===== src/rtl/ptt_pkg.sv =====
// constants and types shared by the periodic tick timer files
// assumes a 32-bit byte-addressed register bus behind a fixed base address
package ptt_pkg;

   // base of the system control block and register byte offsets
   localparam logic [31:0] PTT_BASE_ADDR  = 32'he000_e000;
   localparam logic [11:0] OFS_CTRL       = 12'h010;
   localparam logic [11:0] OFS_RELOAD     = 12'h014;
   localparam logic [11:0] OFS_CURRENT    = 12'h018;
   localparam logic [11:0] OFS_CALIB      = 12'h01c;
   localparam logic [11:0] OFS_IRQ_STATUS = 12'h020;
   localparam logic [11:0] OFS_IRQ_MASK   = 12'h024;

   // control/status field positions
   localparam int CTRL_RUN_BIT     = 0;
   localparam int CTRL_TICKEN_BIT  = 1;
   localparam int CTRL_CLKSEL_BIT  = 2;
   localparam int CTRL_FLAG_BIT    = 16;

   // calibration field positions and default contents
   localparam int          CALIB_NO_REF_BIT  = 31;
   localparam int          CALIB_INEXACT_BIT = 30;
   localparam int          COUNT_W_DEF       = 24;
   localparam logic [23:0] CALIB_TEN_MS_DEF  = 24'h0009c4;

   // interrupt status layout: one event bit
   localparam int          IRQ_W        = 1;
   localparam int          IRQ_TICK_BIT = 0;
   localparam logic [0:0]  IRQ_RST      = 1'h0;

   // control fields carried together
   typedef struct packed {
      logic clk_sel;   // 1 core clock, 0 external reference
      logic tick_en;   // pend exception on zero
      logic run;       // counter enabled
   } ptt_ctrl_t;

   localparam ptt_ctrl_t CTRL_RST = '{clk_sel: 1'b0, tick_en: 1'b0, run: 1'b0};

   // reference synchroniser depth
   localparam int SYNC_STAGES_DEF = 2;

endpackage : ptt_pkg


===== src/rtl/ptt_top.sv =====
// What this block does
// - control bit 16 reads 1 if counter reached zero since last read
// - any read of the control/status register clears that flag
// - control bit 2 picks count clock: 0 reference, 1 core clock
// - control bit 1 set: pend tick exception on reaching zero
// - control bit 0 enables; writing 1 while stopped loads reload value and starts
// - the tick after reaching zero loads 24-bit reload field; bits 31-24 read zero
// - control at 0x010, reload at 0x014 above base 0xe000_e000
// - current value at 0x018, calibration at 0x01c, same base
// - any write to current value clears counter and zero flag
// - calibration reads fixed ten-ms count plus presence and exactness flags
//
// periodic tick timer: registers, counter, event and interrupt logic
// assumes an Avalon-MM master and a slow reference on REF_CLK_IN
`timescale 1ns/10ps
module ptt_top
   import ptt_pkg::*;
#(
   parameter int          COUNT_W     = COUNT_W_DEF,
   parameter logic [23:0] TEN_MS      = CALIB_TEN_MS_DEF,
   parameter logic        NO_REF      = 1'b0,
   parameter logic        CAL_INEXACT = 1'b0
)(
   input  wire logic        CLK,
   input  wire logic        RST,
   input  wire logic [31:0] AVS_ADDRESS,
   input  wire logic        AVS_READ,
   input  wire logic        AVS_WRITE,
   input  wire logic [31:0] AVS_WRITEDATA,
   input  wire logic [3:0]  AVS_BYTEENABLE,
   output logic [31:0]      AVS_READDATA,
   output logic             AVS_WAITREQUEST,
   input  wire logic        REF_CLK_IN,
   output logic             TICK_PEND,
   output logic             IRQ
);

   generate
      if (COUNT_W < 2 || COUNT_W > 24) begin : g_bad_width
         $error("ptt_top counter width must lie in 2..24");
      end
   endgenerate

   // state
   ptt_ctrl_t          ctrl_ff;
   ptt_ctrl_t          nxt_ctrl;
   logic [COUNT_W-1:0] reload_ff;
   logic [COUNT_W-1:0] nxt_reload;
   logic [COUNT_W-1:0] count_ff;
   logic [COUNT_W-1:0] nxt_count;
   logic               flag_ff;
   logic               nxt_flag;
   logic [IRQ_W-1:0]   stat_ff;
   logic [IRQ_W-1:0]   nxt_stat;
   logic [IRQ_W-1:0]   mask_ff;
   logic [IRQ_W-1:0]   nxt_mask;
   logic               wait_ff;
   logic               nxt_wait;
   logic [31:0]        rdata_ff;
   logic               pend_ff;
   logic               irq_ff;

   // bus qualifiers
   logic        req;
   logic        take;
   logic        rd_acc;
   logic        wr_acc;
   logic        base_hit;
   logic        hit_ctrl;
   logic        hit_reload;
   logic        hit_cur;
   logic        hit_cal;
   logic        hit_stat;
   logic        hit_mask;
   logic [31:0] wmask;

   // datapath
   logic        ref_pulse;
   logic        tick;
   logic        start;
   logic        wr_cur;
   logic        rd_ctrl;
   logic        zero_evt;
   logic        reload_evt;
   logic        pend_evt;
   logic        cnt_is_one;
   logic        cnt_is_zero;
   logic [31:0] ctrl_word;
   logic [31:0] ctrl_wr;
   logic [31:0] reload_wr;
   logic [31:0] mask_wr;
   logic [31:0] cal_word;
   logic [31:0] rd_mux;

   ptt_ref_sync #(
      .STAGES (SYNC_STAGES_DEF)
   ) u_ref_sync (
      .clk    (CLK),
      .rst    (RST),
      .ref_in (REF_CLK_IN),
      .pulse  (ref_pulse)
   );

   // handshake: request seen, waitrequest drops next edge, done on the one after
   assign req      = AVS_READ | AVS_WRITE;
   assign take     = req & ~wait_ff;
   assign rd_acc   = AVS_READ & ~wait_ff;
   assign wr_acc   = AVS_WRITE & ~wait_ff;
   assign nxt_wait = take | ~req;

   assign base_hit   = AVS_ADDRESS[31:12] == PTT_BASE_ADDR[31:12];
   assign hit_ctrl   = base_hit & (AVS_ADDRESS[11:0] == OFS_CTRL);
   assign hit_reload = base_hit & (AVS_ADDRESS[11:0] == OFS_RELOAD);
   assign hit_cur    = base_hit & (AVS_ADDRESS[11:0] == OFS_CURRENT);
   assign hit_cal    = base_hit & (AVS_ADDRESS[11:0] == OFS_CALIB);
   assign hit_stat   = base_hit & (AVS_ADDRESS[11:0] == OFS_IRQ_STATUS);
   assign hit_mask   = base_hit & (AVS_ADDRESS[11:0] == OFS_IRQ_MASK);

   // byte lanes widen to a bit mask
   assign wmask = {{8{AVS_BYTEENABLE[3]}}, {8{AVS_BYTEENABLE[2]}},
                   {8{AVS_BYTEENABLE[1]}}, {8{AVS_BYTEENABLE[0]}}};

   // flag view includes an event in this cycle so a read never misses it
   assign ctrl_word = (32'(flag_ff | zero_evt) << CTRL_FLAG_BIT)
                    | (32'(ctrl_word_lo(ctrl_ff)));
   assign cal_word  = (32'(NO_REF) << CALIB_NO_REF_BIT)
                    | (32'(CAL_INEXACT) << CALIB_INEXACT_BIT)
                    | 32'(TEN_MS);

   function automatic logic [2:0] ctrl_word_lo(input ptt_ctrl_t c);
      ctrl_word_lo = {c.clk_sel, c.tick_en, c.run};
   endfunction : ctrl_word_lo

   // upper bits above the count read as zero
   assign rd_mux = hit_ctrl   ? ctrl_word :
                   hit_reload ? 32'(reload_ff) :
                   hit_cur    ? 32'(count_ff) :
                   hit_cal    ? cal_word :
                   hit_stat   ? 32'(stat_ff) :
                   hit_mask   ? 32'(mask_ff) : 32'h0000_0000;

   // merged write values keep bytes whose lane is off
   // control merge skips the flag view, which would loop back through start
   assign ctrl_wr   = (32'(ctrl_word_lo(ctrl_ff)) & ~wmask) | (AVS_WRITEDATA & wmask);
   assign reload_wr = (32'(reload_ff) & ~wmask) | (AVS_WRITEDATA & wmask);
   assign mask_wr   = (32'(mask_ff) & ~wmask) | (AVS_WRITEDATA & wmask);

   // register writes
   assign nxt_ctrl   = (wr_acc & hit_ctrl) ? ptt_ctrl_t'{clk_sel: ctrl_wr[CTRL_CLKSEL_BIT],
                                                      tick_en: ctrl_wr[CTRL_TICKEN_BIT],
                                                      run:     ctrl_wr[CTRL_RUN_BIT]}
                                          : ctrl_ff;
   assign nxt_reload = (wr_acc & hit_reload) ? reload_wr[COUNT_W-1:0] : reload_ff;
   assign nxt_mask   = (wr_acc & hit_mask) ? mask_wr[IRQ_W-1:0] : mask_ff;

   assign tick = ctrl_ff.clk_sel | ref_pulse;

   // enable rising from a write loads and starts
   assign start   = wr_acc & hit_ctrl & ctrl_wr[CTRL_RUN_BIT] & ~ctrl_ff.run;
   assign wr_cur  = wr_acc & hit_cur;
   assign rd_ctrl = rd_acc & hit_ctrl;

   assign cnt_is_one  = count_ff == COUNT_W'(1);
   assign cnt_is_zero = count_ff == '0;

   // one-to-zero on a tick is the event
   assign zero_evt   = ctrl_ff.run & tick & cnt_is_one & ~wr_cur & ~start;
   assign reload_evt = ctrl_ff.run & tick & cnt_is_zero & ~wr_cur & ~start;
   assign pend_evt   = zero_evt & ctrl_ff.tick_en;

   // counter next value; clear by write has top priority
   always_comb begin
      nxt_count = count_ff;
      if (wr_cur) begin
         nxt_count = '0;
      end else if (start) begin
         nxt_count = reload_ff;
      end else if (reload_evt) begin
         nxt_count = reload_ff;
      end else if (ctrl_ff.run & tick) begin
         nxt_count = count_ff - COUNT_W'(1);
      end
   end

   // event sets flag; set wins over clear
   assign nxt_flag = zero_evt | (flag_ff & ~rd_ctrl & ~wr_cur);

   // sticky status, write one to clear, new event wins
   assign nxt_stat = (pend_evt ? IRQ_W'(1) << IRQ_TICK_BIT : '0)
                   | (stat_ff & ~((wr_acc & hit_stat) ? AVS_WRITEDATA[IRQ_W-1:0] : '0));

   // control and configuration registers
   always_ff @(posedge CLK) begin
      if (RST) begin
         ctrl_ff   <= CTRL_RST;
         reload_ff <= '0;
         mask_ff   <= IRQ_RST;
      end else begin
         ctrl_ff   <= nxt_ctrl;
         reload_ff <= nxt_reload;
         mask_ff   <= nxt_mask;
      end
   end

   // counter, flag and interrupt state
   always_ff @(posedge CLK) begin
      if (RST) begin
         count_ff <= '0;
         flag_ff  <= 1'b0;
         stat_ff  <= IRQ_RST;
         pend_ff  <= 1'b0;
         irq_ff   <= 1'b0;
      end else begin
         count_ff <= nxt_count;
         flag_ff  <= nxt_flag;
         stat_ff  <= nxt_stat;
         pend_ff  <= pend_evt;
         irq_ff   <= |(stat_ff & mask_ff);
      end
   end

   // bus answer; read data captured when waitrequest drops, held through
   always_ff @(posedge CLK) begin
      if (RST) begin
         wait_ff  <= 1'b1;
         rdata_ff <= 32'h0000_0000;
      end else begin
         wait_ff <= nxt_wait;
         if (AVS_READ & wait_ff) begin
            rdata_ff <= rd_mux;
         end
      end
   end

   assign AVS_READDATA    = rdata_ff;
   assign AVS_WAITREQUEST = wait_ff;
   assign TICK_PEND       = pend_ff;
   assign IRQ             = irq_ff;

   // checks next to the logic they guard
   a_flag_on_zero: assert property (@(posedge CLK) disable iff (RST)
      zero_evt |=> flag_ff ##1 (flag_ff || $past(rd_ctrl) || $past(wr_cur)))
      else $error("zero event did not set the flag");

   a_flag_read_clr: assert property (@(posedge CLK) disable iff (RST)
      (rd_ctrl && !zero_evt) |=> !flag_ff)
      else $error("control read left the flag set");

   a_ref_hold: assert property (@(posedge CLK) disable iff (RST)
      (!ctrl_ff.clk_sel && !ref_pulse && !start && !wr_cur) |=> $stable(count_ff))
      else $error("counter moved without a reference tick");

   a_pend_gate: assert property (@(posedge CLK) disable iff (RST)
      zero_evt |=> (TICK_PEND == $past(ctrl_ff.tick_en)))
      else $error("tick pend disagrees with its enable");

   a_start_load: assert property (@(posedge CLK) disable iff (RST)
      start |=> (count_ff == $past(reload_ff)) && ctrl_ff.run)
      else $error("enable did not load the reload value");

   a_zero_reload: assert property (@(posedge CLK) disable iff (RST)
      reload_evt |=> count_ff == $past(reload_ff))
      else $error("counter did not reload at zero");

   a_ctrl_decode: assert property (@(posedge CLK) disable iff (RST)
      (AVS_READ && wait_ff && hit_ctrl) |=>
         AVS_READDATA[2:0] == {ctrl_ff.clk_sel, ctrl_ff.tick_en, ctrl_ff.run})
      else $error("control read returned wrong fields");

   a_cur_decode: assert property (@(posedge CLK) disable iff (RST)
      (AVS_READ && wait_ff && hit_cur) |=> AVS_READDATA == 32'($past(count_ff)))
      else $error("current value read returned wrong data");

   a_cur_wr_clr: assert property (@(posedge CLK) disable iff (RST)
      wr_cur |=> (count_ff == '0) && !flag_ff)
      else $error("current value write did not clear");

   a_cal_value: assert property (@(posedge CLK) disable iff (RST)
      (AVS_READ && wait_ff && hit_cal) |=>
         AVS_READDATA[23:0] == TEN_MS && AVS_READDATA[29:24] == 6'h00)
      else $error("calibration read returned wrong value");

   a_dec_step: assert property (@(posedge CLK) disable iff (RST)
      (ctrl_ff.run && tick && !cnt_is_zero && !start && !wr_cur) |=>
         count_ff == $past(count_ff) - COUNT_W'(1))
      else $error("counter did not step down by one");

   a_bus_answer: assert property (@(posedge CLK) disable iff (RST)
      (req && wait_ff) |=> !AVS_WAITREQUEST)
      else $error("waitrequest did not drop one cycle after request");

endmodule : ptt_top


===== src/rtl/ptt_ref_sync.sv =====
// synchroniser and rising-edge detector for the external reference
// assumes the reference is much slower than the core clock
`timescale 1ns/10ps
module ptt_ref_sync
   import ptt_pkg::*;
#(
   parameter int STAGES = SYNC_STAGES_DEF
)(
   input  wire logic clk,
   input  wire logic rst,
   input  wire logic ref_in,
   output logic      pulse
);

   generate
      if (STAGES < 2) begin : g_bad_stages
         $error("ptt_ref_sync needs at least two stages");
      end
   endgenerate

   logic [STAGES-1:0] sync_ff;
   logic [STAGES-1:0] nxt_sync;
   logic              prev_ff;
   logic              pulse_ff;
   logic              nxt_pulse;

   // only the last stage feeds the edge detector
   assign nxt_sync  = {sync_ff[STAGES-2:0], ref_in};
   assign nxt_pulse = sync_ff[STAGES-1] & ~prev_ff;
   assign pulse     = pulse_ff;

   always_ff @(posedge clk) begin
      if (rst) begin
         sync_ff  <= '0;
         prev_ff  <= 1'b0;
         pulse_ff <= 1'b0;
      end else begin
         sync_ff  <= nxt_sync;
         prev_ff  <= sync_ff[STAGES-1];
         pulse_ff <= nxt_pulse;
      end
   end

   a_pulse_single: assert property (@(posedge clk) disable iff (rst)
      pulse_ff |=> !pulse_ff)
      else $error("reference enable lasted more than one cycle");

endmodule : ptt_ref_sync


===== config.mk =====
export PLATFORM = sky130hd
export DESIGN_NAME = ptt_top
export DESIGN_NICKNAME = d
export VERILOG_FILES = /design/src/rtl/ptt_pkg.sv /design/src/rtl/ptt_top.sv /design/src/rtl/ptt_ref_sync.sv
export SDC_FILE = /design/constraint.sdc
export NUM_CORES = 1
export LEC_CHECK = 0
export BUFFER_PORTS_ARGS = -buffer_cell sky130_fd_sc_hd__buf_2
export CAP_MARGIN = 0
export CORE_AREA = 10 10 123 125
export CTS_BUF_LIST = sky130_fd_sc_hd__clkbuf_8
export CTS_CLUSTER_SIZE = 16
export DETAILED_ROUTE_END_ITERATION = 8
export DIE_AREA = 0 0 133 135
export MAX_ROUTING_LAYER = met4
export PLACE_DENSITY_LB_ADDON = 0.3
export SLEW_MARGIN = 20
export SYNTH_ARGS = -nofsm -noshare
export SYNTH_HDL_FRONTEND = slang
export SYNTH_SLANG_ARGS = --single-unit

===== constraint.sdc =====
create_clock -name CLK -period 2.3 [get_ports CLK]
set_input_delay 0.23 -clock CLK [delete_from_list [all_inputs] [get_ports CLK]]
set_output_delay 0.23 -clock CLK [all_outputs]
set_load 0.005 [all_outputs]

==> metrics.txt <==
# TYPE chip_impl_metric gauge
chip_impl_info{name="status",value="finished with violations"} 1
chip_impl_info{name="violations",value="negative setup slack"} 1
chip_impl_metric{name="timing.max_cap.violations",unit=""} 0
chip_impl_metric{name="worstPathArrival",unit="ps"} 2580
chip_impl_metric{name="tritoncts.num_buffers",unit=""} 9
chip_impl_metric{name="synth.yosys.seq_area_share",unit="%"} 39.3
chip_impl_metric{name="n_antenna_cell",unit=""} 0
chip_impl_info{name="critPathCaptureType",value="flip-flop"} 1
chip_impl_metric{name="clk_transition_reported_paths",unit="ps"} 80
chip_impl_metric{name="postSynthRegisterBits",unit=""} 85
chip_impl_metric{name="fin_skew",unit="ps"} 15.7
chip_impl_info{name="crit-reg2reg-capture",value="count_ff[4]$_SDFFE_PP0P_"} 1
chip_impl_metric{name="vdd.ir_drop.worst",unit="V"} 0.000363
chip_impl_info{name="crit_path_cell_trace",value="or4_4, or2_4, nor4_4, a22oi_2, buf_6, o221a_1"} 1
chip_impl_info{name="top_area_cells_in_the_synthesized_netlist",value="dfxtp_1, mux2i_1, nand2_1"} 1
chip_impl_metric{name="area_delta_synth_final",unit="%"} 33.2
chip_impl_info{name="worst_hold_path_type",value="input pin to flip-flop"} 1
chip_impl_metric{name="grt_antenna_before_repair",unit=""} 0
chip_impl_metric{name="biggest_fanout_along_the_worst_timing_path",unit=""} 6
chip_impl_metric{name="final.period_utilization",unit="%"} 101
chip_impl_metric{name="layout_cells_sized_above_1",unit="%"} 35.6
chip_impl_metric{name="grt-ovfl-total",unit=""} 0
chip_impl_info{name="layout_commonest_cell",value="buf_2"} 1
chip_impl_info{name="synth-main-ff-cell",value="dfxtp_1"} 1
chip_impl_metric{name="floorplan.initialDensity",unit="%"} 34.5
chip_impl_metric{name="placed_wire_length_estimate",unit="um"} 11200
chip_impl_metric{name="floorplan.core_area",unit="mm^2"} 0.0126
chip_impl_metric{name="postRouteWirelength",unit="um"} 14200
chip_impl_info{name="reg2reg_from",value="count_ff[17]$_SDFFE_PP0P_"} 1
chip_impl_info{name="clock_root_cell",value="clkbuf_8"} 1
chip_impl_info{name="launch_point_of_the_critical_path",value="count_ff[17]$_SDFFE_PP0P_"} 1
chip_impl_metric{name="grt_first_pass_wirelength",unit="um"} 22900
chip_impl_metric{name="r2r_worst_path_depth",unit=""} 6
chip_impl_metric{name="async_flop_share",unit="%"} 0
chip_impl_metric{name="worstPathRequired",unit="ps"} 2570
chip_impl_metric{name="cts.path.max_buffers",unit=""} 2
chip_impl_metric{name="clock_latency",unit="ps"} 380
chip_impl_metric{name="timing_hold_violations_final",unit=""} 0
chip_impl_metric{name="rows",unit=""} 41
chip_impl_metric{name="mapped_avg_cell_area",unit="um^2"} 8.48
chip_impl_metric{name="die-area",unit="mm^2"} 0.0180
chip_impl_metric{name="route.vias.total",unit=""} 4291
chip_impl_metric{name="cts_hold_repair.buffers",unit=""} 0
chip_impl_metric{name="avgRoutedWirePerCell",unit="um"} 17.0
chip_impl_metric{name="synth-edff-count",unit=""} 0
chip_impl_metric{name="grt_usage",unit="%"} 16.1
chip_impl_metric{name="number_of_warnings_reported_in_the_yosys_synthesis_log",unit=""} 0
chip_impl_metric{name="synth_largest_type_area_fraction",unit="%"} 39.3
chip_impl_info{name="setup.worst_path.end",value="count_ff[4]$_SDFFE_PP0P_"} 1
chip_impl_metric{name="setup_viol_count_final",unit=""} 3
chip_impl_metric{name="finalWorstSetupSlack",unit="ps"} -12.3
chip_impl_info{name="grt_setup_unrepaired",value="true"} 1
chip_impl_metric{name="detail-route-antenna-nets",unit=""} 0
chip_impl_metric{name="final_period_minus_worst_setup_slack",unit="ps"} 2310
chip_impl_info{name="final_cell_mix",value="buf_2, dfxtp_1, buf_4"} 1
chip_impl_metric{name="drcViolationCount",unit=""} 0
chip_impl_metric{name="cts_htree_levels",unit=""} 3
chip_impl_metric{name="place_congestion",unit=""} 0.893
chip_impl_metric{name="p_leak",unit="nW"} 2.48
chip_impl_metric{name="die-width",unit="um"} 133
chip_impl_info{name="startpoint_type",value="flip-flop"} 1
chip_impl_info{name="synth_area_leader_cell",value="dfxtp_1"} 1
chip_impl_metric{name="worst-r2r-setup-slack",unit="ps"} -10
chip_impl_metric{name="post_synth_num_cell_types",unit=""} 63
chip_impl_metric{name="detail_route.vias_per_cell",unit=""} 5.15
chip_impl_metric{name="synth_area",unit="mm^2"} 0.00433
chip_impl_metric{name="power_per_cell_area",unit="mW/mm^2"} 475
chip_impl_metric{name="io_pins",unit=""} 108
chip_impl_metric{name="totalPowerFinal",unit="mW"} 2.74
chip_impl_metric{name="maxSlewViolCount",unit=""} 0
chip_impl_metric{name="num-nets-final",unit=""} 733
chip_impl_info{name="tritoncts",value="yes"} 1
chip_impl_metric{name="die_span_y",unit="um"} 135
chip_impl_metric{name="grt_pass1_vias",unit=""} 4449
chip_impl_metric{name="cts.sinks",unit=""} 85
chip_impl_metric{name="slowest_delay",unit="ps"} 530
chip_impl_metric{name="drt_iter0_markers",unit=""} 256
chip_impl_metric{name="drtPass1Iterations",unit=""} 4
chip_impl_metric{name="max_freq",unit="MHz"} 432
chip_impl_metric{name="numPortBuffers",unit=""} 90
chip_impl_metric{name="post_synth_inst_count",unit=""} 511
chip_impl_metric{name="final.setup.tns",unit="ps"} -26.3
chip_impl_metric{name="grt_start_max_net_pins",unit=""} 22
chip_impl_info{name="criticalPathCategory",value="flip-flop to flip-flop"} 1
chip_impl_info{name="timing.critical_path.slowest_stage_cell",value="or4_4"} 1
chip_impl_metric{name="dp_slack",unit="ps"} -68.4
==> worst min-delay path by stage <==
stage	depth (start not counted)	endpoint	from	slack [ps]
floorplan	1	AVS_WAITREQUEST$_SDFF_PP1_	AVS_READ	350
global placement	1	u_ref_sync.pulse$_SDFF_PP0_	u_ref_sync.prev_ff$_SDFF_PP0_	370
detailed placement	1	u_ref_sync.pulse$_SDFF_PP0_	u_ref_sync.prev_ff$_SDFF_PP0_	380
CTS	2	u_ref_sync.sync_ff[0]$_SDFF_PP0_	REF_CLK_IN	50
global route	2	AVS_WAITREQUEST$_SDFF_PP1_	AVS_READ	70
finish	2	u_ref_sync.sync_ff[0]$_SDFF_PP0_	REF_CLK_IN	70
==> area by class of cell <==
class                           instances  area, um^2
Multi-Input combinational cell        390        2580
Fill cell                            1248        6800
Timing Repair Buffer                  163        1040
Clock buffer                           10         138
Inverter                                8        30.0
Sequential cell                        85        1700
Tap cell                              172         215
Clock inverter                          6        62.6
==> per-stage QoR <==
stage,hold WS [ps],std cells,utilization (%),instance area (um^2)
global placement,373,817,43.0,5400
floorplan,346,518,-,4360
finish,66.6,834,45.9,5770
CTS,48.9,833,44.6,5600
detailed placement,382,817,43.0,5400
global route,69.3,834,45.9,5770
==> repair_timing <==
item / CTS / global route
pin swaps: 1 / 25
gates cloned: 0 / 0
gates resized for setup: 0 / 51
hold endpoints to repair: 0 / 0
setup buffers: 0 / 1
setup endpoints to repair: 8 / 22
==> per-layer routing <==
layer	GRT usage [%]	vias to the layer above	part of all wire, %
li1	-	2147	-
met1	18.9	2010	44
met2	25.8	116	47
met3	4.45	18	6.3
met4	6.23	0	2.1
met5	-	-	0
==> cell usage after synthesis (2+ instances only) <==
library cell  count
buf_6             4
clkbuf_1         20
nor4_2            2
nor2b_1          10
buf_2             2
nor4b_4           3
buf_4             8
a22oi_1          20
nor4_1           10
mux2_2            3
ha_1              3
xor2_1            2
or4_1             2
and4_1            3
o21a_1            3
o31ai_1           7
a32oi_1           2
nor2_1           50
mux2i_1          28
nor3_1           17
or3_1             4
nand2b_1          3
nor4_4            4
o21ai_0          33
nand4_1           9
and3_1            4
and2_1            4
inv_1             8
nand2_1          56
o211ai_1          5
nand3b_1          3
dfxtp_1          85
or2_2             2
a21o_1            3
a31oi_1           3
nand3_1          17
o221ai_1          2
a21oi_1          39
o22ai_1           2
nor3b_1           3
==> critical path, delay by kind of cell (launching register included) <==
kind / cells / cell delay (ps)
simple gates: 3 / 1200
compound gates: 2 / 480
flops: 1 / 330
buf+inv: 1 / 200
==> power breakdown <==
group / switching (mW) / internal, mW
Combinational: 0.102 / 0.0795
Clock: 0.550 / 0.529
Sequential: 0.00371 / 1.48
==> logic make-up (layout without fill, tap and decap cells) <==
logic type | count (synthesis) | after routing | share of synthesized area [%]
muxes | 31 | 31 | 7.25
buffers and inverters | 43 | 187 | 5.17
DFF | 85 | 85 | 39.3
other | 1 | 8 | 0.0865
adders and majority gates | 3 | 3 | 0.866
and+or+nand+nor | 213 | 213 | 27.7
AOI/OAI and AO/OA | 132 | 132 | 19.1
xor gates and xnor gates | 3 | 3 | 0.607
No activity file was read; power rests on OpenSTA's default activity.
